--- src/shared/breaker_cfg.svh ---
// Functional notes
// - Return switch gate turns fully on once the first port reaches idle.
// - Qualified forward over-threshold trips breaker; non-disabled ports forced to overload.
// - Sense inputs: port 0 own, ports 1-2 shared, ports 3-4 shared.
// - Internal ground path closes whenever the return switch is off.
// - Deep-sleep switch stays closed except after trip or overcurrent, recloses after delay.
// - While negative-voltage fault is handled, all ports held in overload.
// - Config: five-bit input select, two-bit sample mode; one select is temperature.
// - First result 3.6 ms after enable, then every 1.8 ms in continuous mode.
// - Result bit 12 flags a fresh conversion result.
// - Port current code valid only in power-up or power-on state.
// - Port current results refresh every 1.8 ms.
`ifndef BREAKER_CFG_SVH
`define BREAKER_CFG_SVH
`define CLK_MHZ          125
`define FIRST_US         3600
`define FIRST_CYC        (`FIRST_US * `CLK_MHZ)
`define PERIOD_US        1800
`define PERIOD_CYC       (`PERIOD_US * `CLK_MHZ)
`define QUAL_CYC         16
`define RESTART_CYC      1024
`define SEL_LSB          0
`define SEL_MSB          4
`define MODE_LSB         5
`define MODE_MSB         6
`define FRESH_BIT        12
`define SEL_TEMP         5'h1f
`define CFG_RESET        16'h0000
`endif

--- src/shared/breaker_pkg.sv ---
`default_nettype none
package breaker_pkg;
    typedef enum logic [2:0] {
        PS_DISABLED, PS_SLEEP, PS_IDLE, PS_POWER_UP, PS_POWER_ON, PS_OVERLOAD, PS_OTHER
    } port_state_e;
    typedef enum logic [1:0] {
        MODE_OFF, MODE_SINGLE, MODE_CONT, MODE_RSVD
    } sample_mode_e;
endpackage
`default_nettype wire

--- src/core/fault_qualifier.sv ---
`timescale 1ns/100ps
`default_nettype none
`include "breaker_cfg.svh"
module fault_qualifier #(
    parameter int QUAL = `QUAL_CYC
) (
    input  wire logic ref_clk,  // Clock
    input  wire logic rst_n,    // Sync reset
    input  wire logic clk_en,   // Clock enable
    input  wire logic cmp_in,   // Raw comparator
    output logic      qualified // Held long enough
);
    logic       s1_q;
    logic       s2_q;
    logic [15:0] cnt_q;

    // Two-stage synchroniser
    always_ff @(posedge ref_clk)
    begin
        if (!rst_n)
        begin
            s1_q <= 1'b0;
            s2_q <= 1'b0;
        end
        else if (clk_en)
        begin
            s1_q <= cmp_in;
            s2_q <= s1_q;
        end
    end

    always_ff @(posedge ref_clk)
    begin
        if (!rst_n)
            cnt_q <= 16'h0000;
        else if (clk_en)
        begin
            if (!s2_q)
                cnt_q <= 16'h0000;
            else if (cnt_q != 16'(QUAL))
                cnt_q <= cnt_q + 16'h0001;
        end
    end

    assign qualified = (cnt_q == 16'(QUAL));
endmodule
`default_nettype wire

--- src/core/return_breaker_and_telemetry.sv ---
`timescale 1ns/100ps
`default_nettype none
`include "breaker_cfg.svh"
module return_breaker_and_telemetry #(
    parameter int NPORT       = 5,
    parameter int FIRST_CYC   = `FIRST_CYC,
    parameter int PERIOD_CYC  = `PERIOD_CYC,
    parameter int RESTART_CYC = `RESTART_CYC
) (
    input  wire logic         ref_clk,            // 125 MHz clock
    input  wire logic         rst_n,              // Sync reset, active low
    input  wire logic         clk_en,             // Freezes state when low
    input  wire logic [14:0]  port_state,         // 3 bits per port, port_state_e
    input  wire logic         port0_return_sense, // Port 0 forward comparator
    input  wire logic         sense12_cmp,        // Shared ports 1/2 comparator
    input  wire logic         sense34_cmp,        // Shared ports 3/4 comparator
    input  wire logic         overcurrent,        // Overcurrent fault event
    input  wire logic         neg_fault,          // Forced negative voltage fault
    input  wire logic         cfg_wr,             // Config write strobe
    input  wire logic [15:0]  cfg_wdata,          // Config write data
    input  wire logic         res_rd,             // Result read strobe
    input  wire logic [11:0]  adc_code,           // Converter sample input
    input  wire logic [59:0]  port_adc_code,      // Per-port current samples
    output logic [15:0]       cfg_rdata,          // global_converter_config
    output logic [15:0]       res_rdata,          // global_converter_result
    output logic [79:0]       port_res_rdata,     // port_current_result x5
    output logic              return_switch_gate, // External return switch on
    output logic              ground_path_on,     // Internal return path closed
    output logic              sleep_switch_on,    // Deep-sleep return switch
    output logic [4:0]        force_overload      // Per-port overload request
);
    logic [15:0] cfg_q;
    logic [11:0] code_q;
    logic        fresh_q;
    logic        gate_q;
    logic        trip_q;
    logic        sleep_q;
    logic [15:0] rst_cnt_q;
    logic [31:0] conv_cnt_q;
    logic        conv_first_q;
    logic        conv_run_q;
    logic [31:0] port_cnt_q;
    logic [59:0] port_code_q;
    logic [2:0]  q_hit;
    logic [4:0]  any_idle;
    logic [4:0]  not_dis;
    logic [4:0]  valid_st;
    logic        trip_now;
    logic        conv_done;

    ////////////////////////////////////////////////////////////////////////
    // Per-port decode of state
    genvar g;
    generate
        for (g = 0; g < NPORT; g++)
        begin : g_port
            logic [2:0] st;
            assign st          = port_state[3*g +: 3];
            assign any_idle[g] = (st == breaker_pkg::PS_IDLE);
            assign not_dis[g]  = (st != breaker_pkg::PS_DISABLED);
            assign valid_st[g] = (st == breaker_pkg::PS_POWER_UP) ||
                                 (st == breaker_pkg::PS_POWER_ON);
            assign port_res_rdata[16*g +: 16] =
                valid_st[g] ? {4'h0, port_code_q[12*g +: 12]} : 16'h0000;
        end
    endgenerate

    ////////////////////////////////////////////////////////////////////////
    // three sense channels qualified
    fault_qualifier u_q0 (
        .ref_clk   (ref_clk),
        .rst_n     (rst_n),
        .clk_en    (clk_en),
        .cmp_in    (port0_return_sense),
        .qualified (q_hit[0])
    );
    fault_qualifier u_q12 (
        .ref_clk   (ref_clk),
        .rst_n     (rst_n),
        .clk_en    (clk_en),
        .cmp_in    (sense12_cmp),
        .qualified (q_hit[1])
    );
    fault_qualifier u_q34 (
        .ref_clk   (ref_clk),
        .rst_n     (rst_n),
        .clk_en    (clk_en),
        .cmp_in    (sense34_cmp),
        .qualified (q_hit[2])
    );

    assign trip_now = gate_q && (|q_hit);

    // gate on at first idle; trip opens it
    always_ff @(posedge ref_clk)
    begin
        if (!rst_n)
            gate_q <= 1'b0;
        else if (clk_en)
        begin
            if (trip_now)
                gate_q <= 1'b0;
            else if (|any_idle && !trip_q)
                gate_q <= 1'b1;
        end
    end

    // trip latch; restart delay releases it
    always_ff @(posedge ref_clk)
    begin
        if (!rst_n)
        begin
            trip_q    <= 1'b0;
            sleep_q   <= 1'b1;
            rst_cnt_q <= 16'h0000;
        end
        else if (clk_en)
        begin
            if (trip_now || overcurrent)
            begin
                trip_q    <= trip_q || trip_now; // Overcurrent keeps a pending trip
                sleep_q   <= 1'b0;
                rst_cnt_q <= 16'h0000;
            end
            else if (!sleep_q)
            begin
                if (rst_cnt_q == 16'(RESTART_CYC - 1))
                begin
                    sleep_q <= 1'b1;
                    trip_q  <= 1'b0;
                end
                else
                    rst_cnt_q <= rst_cnt_q + 16'h0001;
            end
        end
    end

    assign force_overload     = neg_fault ? 5'h1f : (trip_q ? not_dis : 5'h00);
    assign return_switch_gate = gate_q;
    assign ground_path_on     = !gate_q;
    assign sleep_switch_on    = sleep_q;

    ////////////////////////////////////////////////////////////////////////
    // config register
    always_ff @(posedge ref_clk)
    begin
        if (!rst_n)
            cfg_q <= `CFG_RESET;
        else if (clk_en && cfg_wr)
            cfg_q <= {9'h000, cfg_wdata[`MODE_MSB:`SEL_LSB]};
    end
    assign cfg_rdata = cfg_q;

    always_ff @(posedge ref_clk)
    begin
        if (!rst_n)
        begin
            conv_cnt_q   <= 32'h0;
            conv_first_q <= 1'b1;
            conv_run_q   <= 1'b0;
        end
        else if (clk_en)
        begin
            if (cfg_wr)
            begin
                conv_cnt_q   <= 32'h0;
                conv_first_q <= 1'b1;
                conv_run_q   <= (cfg_wdata[`MODE_MSB:`MODE_LSB] == breaker_pkg::MODE_SINGLE) ||
                                (cfg_wdata[`MODE_MSB:`MODE_LSB] == breaker_pkg::MODE_CONT);
            end
            else if (conv_run_q)
            begin
                if (conv_done)
                begin
                    conv_cnt_q   <= 32'h0;
                    conv_first_q <= 1'b0;
                    conv_run_q   <= (cfg_q[`MODE_MSB:`MODE_LSB] == breaker_pkg::MODE_CONT);
                end
                else
                    conv_cnt_q <= conv_cnt_q + 32'h1;
            end
        end
    end
    assign conv_done = conv_run_q && (conv_cnt_q ==
        (conv_first_q ? 32'(FIRST_CYC - 1) : 32'(PERIOD_CYC - 1)));

    // result and fresh flag, set wins over read clear
    always_ff @(posedge ref_clk)
    begin
        if (!rst_n)
        begin
            code_q  <= 12'h000;
            fresh_q <= 1'b0;
        end
        else if (clk_en)
        begin
            if (conv_done && !cfg_wr)
            begin
                code_q  <= adc_code;
                fresh_q <= 1'b1;
            end
            else if (res_rd)
                fresh_q <= 1'b0;
        end
    end
    assign res_rdata = {3'h0, fresh_q, code_q};

    always_ff @(posedge ref_clk)
    begin
        if (!rst_n)
        begin
            port_cnt_q  <= 32'h0;
            port_code_q <= 60'h0;
        end
        else if (clk_en)
        begin
            if (port_cnt_q == 32'(PERIOD_CYC - 1))
            begin
                port_cnt_q  <= 32'h0;
                port_code_q <= port_adc_code;
            end
            else
                port_cnt_q <= port_cnt_q + 32'h1;
        end
    end
endmodule
`default_nettype wire

--- config.mk ---
export PLATFORM = sky130hd
export DESIGN_NAME = return_breaker_and_telemetry
export DESIGN_NICKNAME = d
export VERILOG_FILES = /design/src/shared/breaker_pkg.sv /design/src/core/fault_qualifier.sv /design/src/core/return_breaker_and_telemetry.sv
export VERILOG_INCLUDE_DIRS = /design/src /design/src/shared
export SDC_FILE = /design/constraint.sdc
export NUM_CORES = 1
export LEC_CHECK = 0
export ABC_AREA = 0
export ABC_CLOCK_PERIOD_IN_PS = 3000
export CAP_MARGIN = 15
export CORE_UTILIZATION = 40
export DETAILED_ROUTE_END_ITERATION = 8
export DONT_BUFFER_PORTS = 1
export PLACE_DENSITY_LB_ADDON = 0.08
export SYNTH_ARGS = -nofsm -noshare
export SYNTH_HDL_FRONTEND = slang
export SYNTH_SLANG_ARGS = --single-unit
--- constraint.sdc ---
create_clock -name ref_clk -period 3 [get_ports ref_clk]
set_input_delay 0.15 -clock ref_clk [delete_from_list [all_inputs] [get_ports ref_clk]]
set_output_delay 0.15 -clock ref_clk [all_outputs]
set_load 0.03 [all_outputs]
==> metrics.txt, run 1 <==
# TYPE chip_impl_metric gauge
chip_impl_metric{name="global_route.usage.total",unit=""} 0.184
chip_impl_info{name="cts_tree",value="done"} 1
chip_impl_metric{name="p_seq_frac",unit=""} 0.475
chip_impl_metric{name="grt_util_met3",unit=""} 0.0312
chip_impl_metric{name="design.die.area",unit="um2"} 26200
chip_impl_metric{name="drtPass1Iterations",unit=""} 5
chip_impl_metric{name="worstSkewPairLatency",unit="ns"} 0.52
chip_impl_metric{name="area.growth.synth_to_final",unit="%"} 20.9
chip_impl_metric{name="post-dp-hpwl",unit="mm"} 15.4
chip_impl_metric{name="power_switching_share",unit=""} 0.227
chip_impl_info{name="cells_traversed_along_the_worst_timing_path",value="or4b_1 > or4_1 > or4_2 > buf_12 > nand2_1 > a21oi_1"} 1
chip_impl_metric{name="clk_pin_slew_worst_paths",unit="ns"} 0.06
chip_impl_metric{name="power.share.combinational",unit=""} 0.059
chip_impl_metric{name="p_total",unit="mW"} 6.23
chip_impl_metric{name="grt_remaining_overflow",unit=""} 0
chip_impl_metric{name="synth.distinct_cells",unit=""} 55
chip_impl_metric{name="cts_buffers",unit=""} 25
chip_impl_metric{name="seq_area_frac_synth",unit=""} 0.429
chip_impl_info{name="critPathCaptureType",value="flip-flop"} 1
chip_impl_metric{name="max_cap_viol_count",unit=""} 0
chip_impl_info{name="main_area_contributors_after_synthesis",value="sky130_fd_sc_hd__dfxtp_1 43%, sky130_fd_sc_hd__nand2_1 8.2%, sky130_fd_sc_hd__xnor2_1 5.7%"} 1
chip_impl_metric{name="synthesis.area_per_instance",unit="um2"} 8.09
chip_impl_metric{name="layout_min_cycle_time",unit="ns"} 2.81
chip_impl_info{name="outcome",value="complete, no violations"} 1
chip_impl_metric{name="die_width",unit="um"} 162
chip_impl_metric{name="dieHeight",unit="um"} 162
chip_impl_metric{name="p_switching",unit="mW"} 1.41
chip_impl_info{name="startpoint_type",value="flip-flop"} 1
chip_impl_metric{name="yosys_warnings",unit=""} 0
chip_impl_metric{name="power.clock.fraction",unit=""} 0.467
chip_impl_metric{name="use_met1",unit=""} 0.238
chip_impl_metric{name="power_density_cells",unit="nW/um2"} 504
chip_impl_info{name="critical_path_class",value="flip-flop to flip-flop"} 1
chip_impl_metric{name="report.final.setup_viol",unit=""} 0
chip_impl_metric{name="worst_slew_pin_slew",unit="ns"} 1.01
chip_impl_metric{name="timing.slew.headroom",unit=""} 0.322
chip_impl_metric{name="via_cell_ratio",unit=""} 5.04
chip_impl_metric{name="final_core_utilization",unit=""} 0.492
chip_impl_metric{name="cts_num_sinks",unit=""} 219
chip_impl_metric{name="internal_power",unit="mW"} 4.81
chip_impl_metric{name="cts.path.max_buffers",unit=""} 3
chip_impl_metric{name="layout_worst_path_cycle_share",unit=""} 0.936
chip_impl_metric{name="routabilityCongestion",unit=""} 0.731
chip_impl_metric{name="placement.io_buffers",unit=""} 0
chip_impl_metric{name="synthesis.instances",unit=""} 1263
chip_impl_metric{name="final-seq-area",unit="um2"} 4380
chip_impl_metric{name="starting_density_of_the_core",unit=""} 0.407
chip_impl_info{name="critPathSlowestCell",value="sky130_fd_sc_hd__or4_2"} 1
chip_impl_metric{name="design.final.nets",unit=""} 1478
chip_impl_metric{name="number_of_antenna_violations_at_the_first_check_in_global_routing",unit=""} 0
chip_impl_metric{name="remaining_drc_errors",unit=""} 0
chip_impl_metric{name="layout-drive-gt1-share",unit=""} 0.0481
chip_impl_metric{name="worst_ep_arrival_time",unit="ns"} 3.16
chip_impl_metric{name="final.setup.worst_slack",unit="ns"} 0.191
chip_impl_metric{name="crit_path_max_incr_delay",unit="ns"} 0.74
chip_impl_metric{name="io_pins",unit=""} 233
chip_impl_metric{name="floorplan.core_area",unit="um2"} 25100
chip_impl_metric{name="maxSlewViolCount",unit=""} 0
chip_impl_metric{name="first_global_vias",unit=""} 8159
chip_impl_metric{name="synth_edf_count",unit=""} 0
chip_impl_metric{name="drt_wl_total",unit="mm"} 24.6
chip_impl_metric{name="global_route_met2_usage",unit=""} 0.315
chip_impl_info{name="grt-busiest-layer",value="met2"} 1
chip_impl_metric{name="ctsHtreeMaxLevel",unit=""} 1
chip_impl_metric{name="grt_start_max_net_pins",unit=""} 82
chip_impl_metric{name="fin_worst_hold_slack",unit="ns"} 0.0244
chip_impl_info{name="synth_top_area_cell",value="sky130_fd_sc_hd__dfxtp_1"} 1
chip_impl_metric{name="antenna_violating_nets_post_route",unit=""} 0
chip_impl_metric{name="ffs_w_async_s_r_synth",unit=""} 0
chip_impl_metric{name="timing.setup.tns",unit="ns"} 0
chip_impl_metric{name="grt_pass1_wl",unit="mm"} 40.4
chip_impl_metric{name="area_share_of_the_largest_cell_type_after_synthesis",unit=""} 0.429
chip_impl_metric{name="ys_seq_elements",unit=""} 219
chip_impl_metric{name="antenna_cells",unit=""} 0
chip_impl_metric{name="place_worst_setup_slack",unit="ns"} 0.207
chip_impl_info{name="final_common_cell",value="sky130_fd_sc_hd__nand2_1"} 1
chip_impl_info{name="layout.cells.most_common_list",value="223 x sky130_fd_sc_hd__nand2_1, 219 x sky130_fd_sc_hd__dfxtp_1, 142 x sky130_fd_sc_hd__nor2_1"} 1
chip_impl_metric{name="critical_path.max_fanout",unit=""} 60
chip_impl_info{name="rsz0062_at_grt",value="no"} 1
chip_impl_metric{name="cp_data_required_time",unit="ns"} 3.35
chip_impl_metric{name="multi_input_comb_area",unit="um2"} 5380
chip_impl_metric{name="finalClockSkew",unit="ns"} 0.00683
chip_impl_metric{name="detailroute.via_count",unit=""} 8579
chip_impl_metric{name="ir_drop",unit="mV"} 0.401
chip_impl_metric{name="p_leak",unit="nW"} 4.27
chip_impl_metric{name="fillers",unit=""} 2489
chip_impl_metric{name="detailedRoute.firstIterationViolations",unit=""} 429
chip_impl_metric{name="avgRoutedWirePerCell",unit="um"} 14.5
chip_impl_metric{name="maxClockFrequency",unit="MHz"} 356
chip_impl_info{name="hp-class",value="primary input to flip-flop"} 1
chip_impl_metric{name="placementRows",unit=""} 58
chip_impl_metric{name="total_count_of_hold_check_failures_in_the_final_report",unit=""} 0
chip_impl_info{name="postSynth.topFlopCell",value="sky130_fd_sc_hd__dfxtp_1"} 1
chip_impl_metric{name="mapped_cell_area",unit="um2"} 10200
chip_impl_info{name="clockRootBuffer",value="sky130_fd_sc_hd__clkbuf_16"} 1
-- area by class of cell --
type / instances / area share
inverter: 23 / 0.00699
multi-input combinational: 960 / 0.436
sequential: 219 / 0.355
clock inverter: 6 / 0.00496
clock buffer: 37 / 0.0583
tap: 330 / 0.0334
timing repair buffer: 127 / 0.106
-- state kept, by name, indices dropped and copies added (netlist names), 7 cells and up --
register / cells
rst_cnt_q: 16
port_cnt_q: 32
u_q34.cnt_q: 16
u_q12.cnt_q: 16
cfg_rdata: 7
code_q: 12
u_q0.cnt_q: 16
conv_cnt_q: 32
port_code_q: 60
-- power by group through the flow --
stage	Clock, mW	Sequential (mW)	Combinational [mW]
after global placement	0	3.02	0.235
after global routing	3.14	2.96	0.402
after detailed placement	0	3.02	0.236
final	2.91	2.96	0.366
after CTS	3.01	2.96	0.369
after floorplan	0	3.01	0.233
-- what timing repair did --
action,CTS,global route
gates resized for setup,0,0
hold buffers,112,0
endpoints found under the hold margin,171,0
setup buffers,0,0
-- routing by layer --
layer / part of all wire / up-vias
met4: 0.024 / 0
met5: 0 / -
met1: 0.46 / 3953
met3: 0.044 / 34
met2: 0.47 / 191
li1: - / 4401
-- cells in the mapped netlist (4+ instances only) --
cell type,instances
sky130_fd_sc_hd__a21oi_1,84
sky130_fd_sc_hd__and2_1,66
sky130_fd_sc_hd__and3_1,18
sky130_fd_sc_hd__and4_1,16
sky130_fd_sc_hd__buf_2,13
sky130_fd_sc_hd__buf_4,36
sky130_fd_sc_hd__clkbuf_1,41
sky130_fd_sc_hd__dfxtp_1,219
sky130_fd_sc_hd__ha_1,9
sky130_fd_sc_hd__inv_1,22
sky130_fd_sc_hd__mux2i_1,19
sky130_fd_sc_hd__nand2_1,223
sky130_fd_sc_hd__nand3_1,35
sky130_fd_sc_hd__nand4_1,39
sky130_fd_sc_hd__nor2_1,142
sky130_fd_sc_hd__nor2b_1,4
sky130_fd_sc_hd__nor3_1,33
sky130_fd_sc_hd__nor3b_1,5
sky130_fd_sc_hd__nor4_1,32
sky130_fd_sc_hd__nor4bb_1,5
sky130_fd_sc_hd__o21ai_0,26
sky130_fd_sc_hd__o21bai_1,5
sky130_fd_sc_hd__or3_1,9
sky130_fd_sc_hd__or4_1,6
sky130_fd_sc_hd__xnor2_1,67
sky130_fd_sc_hd__xor2_1,39
-- stage by stage --
step	instance area (um2)	cells
finish	12400	1702
global route	12400	1702
CTS	12400	1702
detailed placement	10400	1547
global placement	10400	1547
floorplan	10300	1294
-- worst max-delay path, delay by kind of cell (launching register included) --
kind,cells,cell delay (ns)
AND/OR/NAND/NOR,4,1.97
flip-flops,1,0.34
buffers and inverters,1,0.23
AO/OA/AOI/OAI,1,0.06
-- logic make-up after synthesis --
logic type      synth area share
compound gates            0.0804
xor+xnor                  0.0909
fa+ha+maj                 0.0110
buf+inv                   0.0571
flops                      0.429
mux                       0.0208
other cells             0.000367
simple gates               0.310
-- path summary, 6_finish.rpt --
check	from	end	slack, ns	cells after the start
setup / recovery	port_cnt_q[12]$_SDFFE_PN0P_	port_code_q[51]$_SDFFE_PN0P_	0.19	6
hold / removal	cfg_wr	conv_run_q$_SDFFE_PN0P_	0.02	3
setup reg to reg	port_cnt_q[12]$_SDFFE_PN0P_	port_code_q[51]$_SDFFE_PN0P_	0.19	6
hold reg to reg	port_code_q[6]$_SDFFE_PN0P_	port_code_q[6]$_SDFFE_PN0P_	0.44	2
Power figures use the tool's default switching activity.
==> run 2, diff against run 1 <==
--- a/config.mk
+++ b/config.mk
@@ -8,10 +8,10 @@
 export LEC_CHECK = 0
 export ABC_AREA = 0
 export ABC_CLOCK_PERIOD_IN_PS = 3000
+export BUFFER_PORTS_ARGS = -buffer_cell sky130_fd_sc_hd__buf_2
 export CAP_MARGIN = 15
 export CORE_UTILIZATION = 40
 export DETAILED_ROUTE_END_ITERATION = 8
-export DONT_BUFFER_PORTS = 1
 export PLACE_DENSITY_LB_ADDON = 0.08
 export SYNTH_ARGS = -nofsm -noshare
 export SYNTH_HDL_FRONTEND = slang
==> run 2 against run 1 <==
  * Via count is 7.1% higher
  * Sequential share of layout area shrank 2.0 points
  * Final cell count grew 10%
  * Count of clock-buffer cells in the layout up 1
  * Setup slack gained 0.041 ns
  * Die area unchanged
  * Cell area grew 6.1%
  * Power rose by 4.5%
  * First-iteration DRC count shrank 1.4%
  * Clock power is 7.6% higher
  * Utilization grew 3.0 points
  * Critical path depth did not move
  * Largest cell class unchanged
  * Highest routed layer unchanged
==> metrics.txt, run 2 (synthesis results as in run 1) <==
# TYPE chip_impl_metric gauge
chip_impl_metric{name="avgRoutedWirePerCell",unit="um"} 13.0
chip_impl_metric{name="die_width",unit="um"} 162
chip_impl_metric{name="detailroute.via_count",unit=""} 9187
chip_impl_metric{name="ctsHtreeMaxLevel",unit=""} 1
chip_impl_metric{name="cts_num_sinks",unit=""} 219
chip_impl_metric{name="layout_worst_path_cycle_share",unit=""} 0.923
chip_impl_metric{name="number_of_antenna_violations_at_the_first_check_in_global_routing",unit=""} 0
chip_impl_info{name="cts_tree",value="done"} 1
chip_impl_metric{name="placementRows",unit=""} 58
chip_impl_metric{name="maxClockFrequency",unit="MHz"} 361
chip_impl_metric{name="p_total",unit="mW"} 6.51
chip_impl_metric{name="global_route_met2_usage",unit=""} 0.307
chip_impl_metric{name="remaining_drc_errors",unit=""} 0
chip_impl_metric{name="io_pins",unit=""} 233
chip_impl_metric{name="ir_drop",unit="mV"} 0.392
chip_impl_metric{name="area.growth.synth_to_final",unit="%"} 28.2
chip_impl_metric{name="r2r_slack",unit="ns"} 0.23
chip_impl_metric{name="grt_pass1_wl",unit="mm"} 39.9
chip_impl_info{name="clockRootBuffer",value="sky130_fd_sc_hd__clkbuf_16"} 1
chip_impl_metric{name="worst_slew_pin_slew",unit="ns"} 1.05
chip_impl_metric{name="cts.path.max_buffers",unit=""} 3
chip_impl_metric{name="grt_remaining_overflow",unit=""} 0
chip_impl_metric{name="placement.io_buffers",unit=""} 191
chip_impl_metric{name="grt_start_max_net_pins",unit=""} 61
chip_impl_info{name="hp-class",value="primary input to flip-flop"} 1
chip_impl_info{name="critPathCaptureType",value="flip-flop"} 1
chip_impl_info{name="outcome",value="complete, no violations"} 1
chip_impl_metric{name="critical_path.max_fanout",unit=""} 60
chip_impl_metric{name="buffers_inserted_by_post_cts_timing_repair",unit=""} 0
chip_impl_metric{name="post-place-cells",unit=""} 1746
chip_impl_metric{name="design.die.area",unit="um2"} 26200
chip_impl_metric{name="first_global_vias",unit=""} 8293
chip_impl_metric{name="cts_buffers",unit=""} 25
chip_impl_info{name="final_common_cell",value="sky130_fd_sc_hd__nand2_1"} 1
chip_impl_metric{name="total_count_of_hold_check_failures_in_the_final_report",unit=""} 0
chip_impl_metric{name="fin_cells",unit=""} 1873
chip_impl_metric{name="report.final.setup_viol",unit=""} 0
chip_impl_metric{name="r2r.worst_path.cells",unit=""} 6
chip_impl_metric{name="worst_ep_arrival_time",unit="ns"} 3.15
chip_impl_metric{name="timing.setup.tns",unit="ns"} 0
chip_impl_metric{name="power_density_cells",unit="nW/um2"} 497
chip_impl_metric{name="antenna_cells",unit=""} 0
chip_impl_info{name="whs_endpoint",value="port_cnt_q[0]$_SDFFE_PN0P_"} 1
chip_impl_metric{name="design.final.nets",unit=""} 1648
chip_impl_metric{name="routabilityCongestion",unit=""} 0.727
chip_impl_metric{name="cp_data_required_time",unit="ns"} 3.38
chip_impl_info{name="r2r-end",value="port_code_q[51]$_SDFFE_PN0P_"} 1
chip_impl_info{name="startpoint_type",value="flip-flop"} 1
chip_impl_metric{name="drtPass1Iterations",unit=""} 5
chip_impl_info{name="regMostFlops",value="port_code_q"} 1
chip_impl_metric{name="worstSkewPairLatency",unit="ns"} 0.53
chip_impl_info{name="crit-reg2reg-launch",value="port_cnt_q[12]$_SDFFE_PN0P_"} 1
chip_impl_metric{name="floorplan.core_area",unit="um2"} 25100
chip_impl_metric{name="grt_util_met3",unit=""} 0.0309
chip_impl_metric{name="finalClockSkew",unit="ns"} 0.0134
chip_impl_metric{name="timing.slew.headroom",unit=""} 0.295
chip_impl_metric{name="dieHeight",unit="um"} 162
chip_impl_metric{name="post-dp-hpwl",unit="mm"} 16.1
chip_impl_metric{name="layout-drive-gt1-share",unit=""} 0.171
chip_impl_metric{name="worstHoldPathCells",unit=""} 3
chip_impl_info{name="grt-busiest-layer",value="met2"} 1
chip_impl_metric{name="antenna_violating_nets_post_route",unit=""} 0
chip_impl_metric{name="starting_density_of_the_core",unit=""} 0.407
chip_impl_metric{name="layout_min_cycle_time",unit="ns"} 2.77
chip_impl_info{name="rsz0062_at_grt",value="no"} 1
chip_impl_info{name="critical_path_class",value="flip-flop to flip-flop"} 1
chip_impl_metric{name="global_route.usage.total",unit=""} 0.181
chip_impl_info{name="layout.cells.most_common_list",value="223 x sky130_fd_sc_hd__nand2_1, 219 x sky130_fd_sc_hd__dfxtp_1, 191 x sky130_fd_sc_hd__buf_2"} 1
chip_impl_metric{name="drt_wl_total",unit="mm"} 24.3
chip_impl_metric{name="maxSlewViolCount",unit=""} 0
chip_impl_info{name="reg.largest.list",value="port_code_q: 60 flops, conv_cnt_q: 32 flops, port_cnt_q: 32 flops"} 1
chip_impl_metric{name="largest_register_ff_count",unit=""} 60
chip_impl_metric{name="max_cap_viol_count",unit=""} 0
chip_impl_metric{name="detailedRoute.firstIterationViolations",unit=""} 423
chip_impl_metric{name="clk_pin_slew_worst_paths",unit="ns"} 0.06
chip_impl_info{name="hp-start",value="clk_en"} 1
chip_impl_metric{name="via_cell_ratio",unit=""} 4.90
chip_impl_metric{name="use_met1",unit=""} 0.235
chip_impl_metric{name="p_leak",unit="nW"} 5.08
## run 2: final cells by class
| class | instances | area (um2) |
|---|---|---|
| multi-input combinational | 960 | 5380 |
| clock buffer | 38 | 734 |
| inverter | 23 | 86.3 |
| tap | 330 | 413 |
| timing repair buffer | 297 | 1980 |
| clock inverter | 6 | 115 |
| sequential | 219 | 4380 |
| fill | 2397 | 12000 |
## run 2: critical path: stages, from the launching register on
cell and delay, ns:
sky130_fd_sc_hd__dfxtp_1 0.35, sky130_fd_sc_hd__or4b_1 0.51, sky130_fd_sc_hd__or4_1 0.59, sky130_fd_sc_hd__or4_2 0.74
sky130_fd_sc_hd__buf_12 0.23, sky130_fd_sc_hd__nand2_1 0.11, sky130_fd_sc_hd__a21oi_1 0.06
## run 2: how the worst max path moves through the flow
stage / cells past startpoint / startpoint / slack, ns / endpoint
final: 6 / port_cnt_q[12]$_SDFFE_PN0P_ / 0.23 / port_code_q[51]$_SDFFE_PN0P_
after CTS: 6 / port_cnt_q[12]$_SDFFE_PN0P_ / 0.23 / port_cnt_q[30]$_SDFFE_PN0P_
after detailed placement: 6 / port_cnt_q[12]$_SDFFE_PN0P_ / 0.24 / port_cnt_q[30]$_SDFFE_PN0P_
after global placement: 6 / port_cnt_q[12]$_SDFFE_PN0P_ / 0.25 / port_cnt_q[2]$_SDFFE_PN0P_
after floorplan: 7 / port_cnt_q[12]$_SDFFE_PN0P_ / 0.57 / port_code_q[10]$_SDFFE_PN0P_
after global routing: 6 / port_cnt_q[12]$_SDFFE_PN0P_ / 0.16 / port_code_q[1]$_SDFFE_PN0P_
## run 2: power by group
part / internal (mW) / total, mW / switching, mW
Combinational: 0.184 / 0.441 / 0.256
Sequential: 2.93 / 2.94 / 0.0143
Clock: 1.94 / 3.13 / 1.19
## run 2: repair_timing
item                                   4_1_cts  5_1_grt
gates resized for setup                      0        0
endpoints found under the hold margin       83        0
hold buffers                                83        0
## run 2: stage by stage
step,setup slack (ns),hold slack (ns),cell area (um2),util
global route,0.164,0.0991,13100,0.522
detailed placement,0.242,0.399,11400,0.455
finish,0.232,0.0867,13100,0.522
global placement,0.250,0.389,11400,0.455
CTS,0.234,0.0721,13100,0.522
floorplan,0.568,0.286,10300,-
## run 2: per-layer routing
metal | part of all wire | vias to the layer above
met4 | 0.017 | 0
met3 | 0.047 | 31
li1 | - | 4748
met1 | 0.47 | 4205
met2 | 0.47 | 203
met5 | 0 | -
==> run 3, diff against run 2 <==
--- a/config.mk
+++ b/config.mk
@@ -9,8 +9,9 @@
 export ABC_AREA = 0
 export ABC_CLOCK_PERIOD_IN_PS = 3000
 export BUFFER_PORTS_ARGS = -buffer_cell sky130_fd_sc_hd__buf_2
-export CAP_MARGIN = 15
+export CAP_MARGIN = 20
 export CORE_UTILIZATION = 40
+export CTS_BUF_LIST = sky130_fd_sc_hd__clkbuf_8
 export DETAILED_ROUTE_END_ITERATION = 8
 export PLACE_DENSITY_LB_ADDON = 0.08
 export SYNTH_ARGS = -nofsm -noshare
==> run 3 against run 2 <==
  * Critical path depth unchanged
  * Wire length up 0.84%
  * Via count up 0.84%
  * Register-to-register slack about the same
  * Sequential share of layout area about the same
  * Critical endpoint is now port_code_q[55]$_SDFFE_PN0P_
  * Largest cell class unchanged
  * Clock skew up 0.0076 ns
  * Combinational power about the same
  * Worst hold slack worse by 0.0073 ns
  * Power down 3.6%
  * Sequential power about the same
==> metrics.txt, run 3 (synthesis results as in run 1) <==
# TYPE chip_impl_metric gauge
chip_impl_info{name="outcome",value="complete, no violations"} 1
chip_impl_info{name="critical_path.startpoint",value="port_cnt_q[12]$_SDFFE_PN0P_"} 1
chip_impl_metric{name="maxSlewViolCount",unit=""} 0
chip_impl_info{name="cells_traversed_along_the_worst_timing_path",value="or4b_1 > or4_1 > or4_2 > buf_12 > nand2_1 > a21oi_1"} 1
chip_impl_metric{name="dpl-instance-area",unit="um2"} 11400
chip_impl_metric{name="r2r_slack",unit="ns"} 0.24
chip_impl_info{name="startpoint_type",value="flip-flop"} 1
chip_impl_info{name="critPathSlowestCell",value="sky130_fd_sc_hd__or4_2"} 1
chip_impl_info{name="cts_tree",value="done"} 1
chip_impl_metric{name="worst_ep_arrival_time",unit="ns"} 3.14
chip_impl_metric{name="timing.critical_path.buf_inv",unit=""} 1
chip_impl_info{name="hp-class",value="primary input to flip-flop"} 1
chip_impl_metric{name="placement.io_buffers",unit=""} 191
chip_impl_metric{name="worstSkewPairLatency",unit="ns"} 0.53
chip_impl_metric{name="cts.path.max_buffers",unit=""} 3
chip_impl_metric{name="detailroute.via_count",unit=""} 9264
chip_impl_metric{name="grt_pass1_wl",unit="mm"} 40.4
chip_impl_info{name="critPathCaptureType",value="flip-flop"} 1
chip_impl_metric{name="design.die.area",unit="um2"} 26200
chip_impl_info{name="final_common_cell",value="sky130_fd_sc_hd__nand2_1"} 1
chip_impl_info{name="whs_endpoint",value="port_cnt_q[0]$_SDFFE_PN0P_"} 1
chip_impl_metric{name="finalClockSkew",unit="ns"} 0.0210
chip_impl_info{name="hp-start",value="clk_en"} 1
chip_impl_metric{name="grt_remaining_overflow",unit=""} 0
chip_impl_metric{name="place_worst_setup_slack",unit="ns"} 0.242
chip_impl_metric{name="starting_density_of_the_core",unit=""} 0.407
chip_impl_metric{name="cp_data_required_time",unit="ns"} 3.38
chip_impl_metric{name="area.growth.synth_to_final",unit="%"} 28.1
chip_impl_metric{name="worst_slew_pin_slew",unit="ns"} 1.07
chip_impl_metric{name="fillers",unit=""} 2414
chip_impl_metric{name="antenna_cells",unit=""} 0
chip_impl_metric{name="timing.slew.headroom",unit=""} 0.278
chip_impl_metric{name="first_global_vias",unit=""} 8474
chip_impl_metric{name="worstHoldPathCells",unit=""} 3
chip_impl_metric{name="clk_pin_slew_worst_paths",unit="ns"} 0.06
chip_impl_metric{name="crit_path_max_incr_delay",unit="ns"} 0.74
chip_impl_info{name="r2r-end",value="port_code_q[55]$_SDFFE_PN0P_"} 1
chip_impl_metric{name="avgRoutedWirePerCell",unit="um"} 12.9
chip_impl_metric{name="antenna_violating_nets_post_route",unit=""} 0
chip_impl_metric{name="ctsHtreeMaxLevel",unit=""} 2
chip_impl_metric{name="maxClockFrequency",unit="MHz"} 362
chip_impl_metric{name="postcts_resize_cnt",unit=""} 0
chip_impl_metric{name="number_of_antenna_violations_at_the_first_check_in_global_routing",unit=""} 0
chip_impl_metric{name="timing.setup.tns",unit="ns"} 0
chip_impl_metric{name="remaining_drc_errors",unit=""} 0
chip_impl_metric{name="critical_path.max_fanout",unit=""} 60
chip_impl_metric{name="power_density_cells",unit="nW/um2"} 480
chip_impl_info{name="layout.cells.most_common_list",value="223 x sky130_fd_sc_hd__nand2_1, 219 x sky130_fd_sc_hd__dfxtp_1, 191 x sky130_fd_sc_hd__buf_2"} 1
chip_impl_info{name="reg.largest.list",value="port_code_q: 60 flops, conv_cnt_q: 32 flops, port_cnt_q: 32 flops"} 1
chip_impl_metric{name="report.final.setup_viol",unit=""} 0
chip_impl_metric{name="drtPass1Iterations",unit=""} 5
chip_impl_metric{name="cts_buffers",unit=""} 40
chip_impl_metric{name="r2r.worst_path.cells",unit=""} 6
chip_impl_metric{name="global_route.usage.total",unit=""} 0.184
chip_impl_info{name="crit-reg2reg-launch",value="port_cnt_q[12]$_SDFFE_PN0P_"} 1
chip_impl_metric{name="grt_start_max_net_pins",unit=""} 61
chip_impl_metric{name="die_width",unit="um"} 162
chip_impl_metric{name="largest_register_ff_count",unit=""} 60
chip_impl_metric{name="layout_worst_path_cycle_share",unit=""} 0.921
chip_impl_info{name="critical-path-top-delay-family",value="simple AND/OR/NAND/NOR gates"} 1
chip_impl_metric{name="floorplan.core_area",unit="um2"} 25100
chip_impl_metric{name="via_cell_ratio",unit=""} 4.88
chip_impl_metric{name="post-dp-hpwl",unit="mm"} 16.1
chip_impl_metric{name="cts_num_sinks",unit=""} 219
chip_impl_info{name="rsz0062_at_grt",value="no"} 1
chip_impl_metric{name="placementRows",unit=""} 58
chip_impl_metric{name="max_cap_viol_count",unit=""} 0
chip_impl_info{name="clockRootBuffer",value="sky130_fd_sc_hd__clkbuf_8"} 1
chip_impl_metric{name="detailedRoute.firstIterationViolations",unit=""} 373
chip_impl_metric{name="design.final.nets",unit=""} 1663
chip_impl_metric{name="p_leak",unit="nW"} 5.13
chip_impl_metric{name="post-route-cell-area",unit="um2"} 13100
chip_impl_metric{name="final.setup.worst_slack",unit="ns"} 0.236
chip_impl_info{name="critical_path_class",value="flip-flop to flip-flop"} 1
chip_impl_metric{name="drt_wl_total",unit="mm"} 24.5
chip_impl_metric{name="layout-drive-gt1-share",unit=""} 0.182
chip_impl_metric{name="ir_drop",unit="mV"} 0.278
chip_impl_info{name="regMostFlops",value="port_code_q"} 1
chip_impl_metric{name="total_count_of_hold_check_failures_in_the_final_report",unit=""} 0
chip_impl_metric{name="io_pins",unit=""} 233
chip_impl_metric{name="layout_min_cycle_time",unit="ns"} 2.76
chip_impl_metric{name="routabilityCongestion",unit=""} 0.727
chip_impl_metric{name="dieHeight",unit="um"} 162
-- run 3: through the flow --
step                      std cells  hold slack [ns]  total power [mW]   util
after floorplan                1294            0.286              3.25      -
after global placement         1746            0.389              3.36  0.455
after detailed placement       1746            0.399              3.36  0.455
after CTS                      1900           0.0526              6.39  0.521
after global routing           1900           0.0833              6.57  0.521
final                          1900           0.0795              6.28  0.521
-- run 3: per-layer routing --
| metal | track usage | share of wire |
|---|---|---|
| met2 | 0.306 | 0.46 |
| met3 | 0.0403 | 0.049 |
| met1 | 0.236 | 0.47 |
| met5 | 0 | 0 |
| met4 | 0.0570 | 0.020 |
-- run 3: worst max path at each step --
| stage | endpoint | slack [ns] | depth (start not counted) |
|---|---|---|---|
| floorplan | port_code_q[10]$_SDFFE_PN0P_ | 0.57 | 7 |
| finish | port_code_q[55]$_SDFFE_PN0P_ | 0.24 | 6 |
| detailed placement | port_cnt_q[30]$_SDFFE_PN0P_ | 0.24 | 6 |
| global placement | port_cnt_q[2]$_SDFFE_PN0P_ | 0.25 | 6 |
| global route | port_code_q[1]$_SDFFE_PN0P_ | 0.15 | 6 |
| CTS | port_cnt_q[24]$_SDFFE_PN0P_ | 0.23 | 6 |
-- run 3: worst register-to-register path: cells and delay by family (launching register included) --
family                 cells  cell delay [ns]
flip-flops                 1             0.34
buffers and inverters      1             0.23
AO/OA/AOI/OAI              1             0.06
AND/OR/NAND/NOR            4             1.98
-- run 3: area by class of cell --
cell class / count / area, um2 / share of cell area
inverters: 23 / 86.3 / 0.00660
well taps: 330 / 413 / 0.0315
multi-input cells: 960 / 5380 / 0.411
flip-flops and latches: 219 / 4380 / 0.335
clock buffers: 53 / 729 / 0.0557
clock inverters: 18 / 109 / 0.00832
repair buffers: 297 / 1980 / 0.152
-- run 3: where the power goes --
| group | switching (mW) | internal (mW) |
|---|---|---|
| combinational | 0.257 | 0.184 |
| sequential | 0.0143 | 2.93 |
| clock | 1.23 | 1.66 |
| total | 1.50 | 4.78 |
-- run 3: timing repair --
| item | 4_1_cts | 5_1_grt |
|---|---|---|
| hold buffers | 83 | 0 |
| setup endpoints to repair | 0 | 0 |
| hold endpoints to repair | 83 | 0 |
| setup buffers | 0 | 0 |
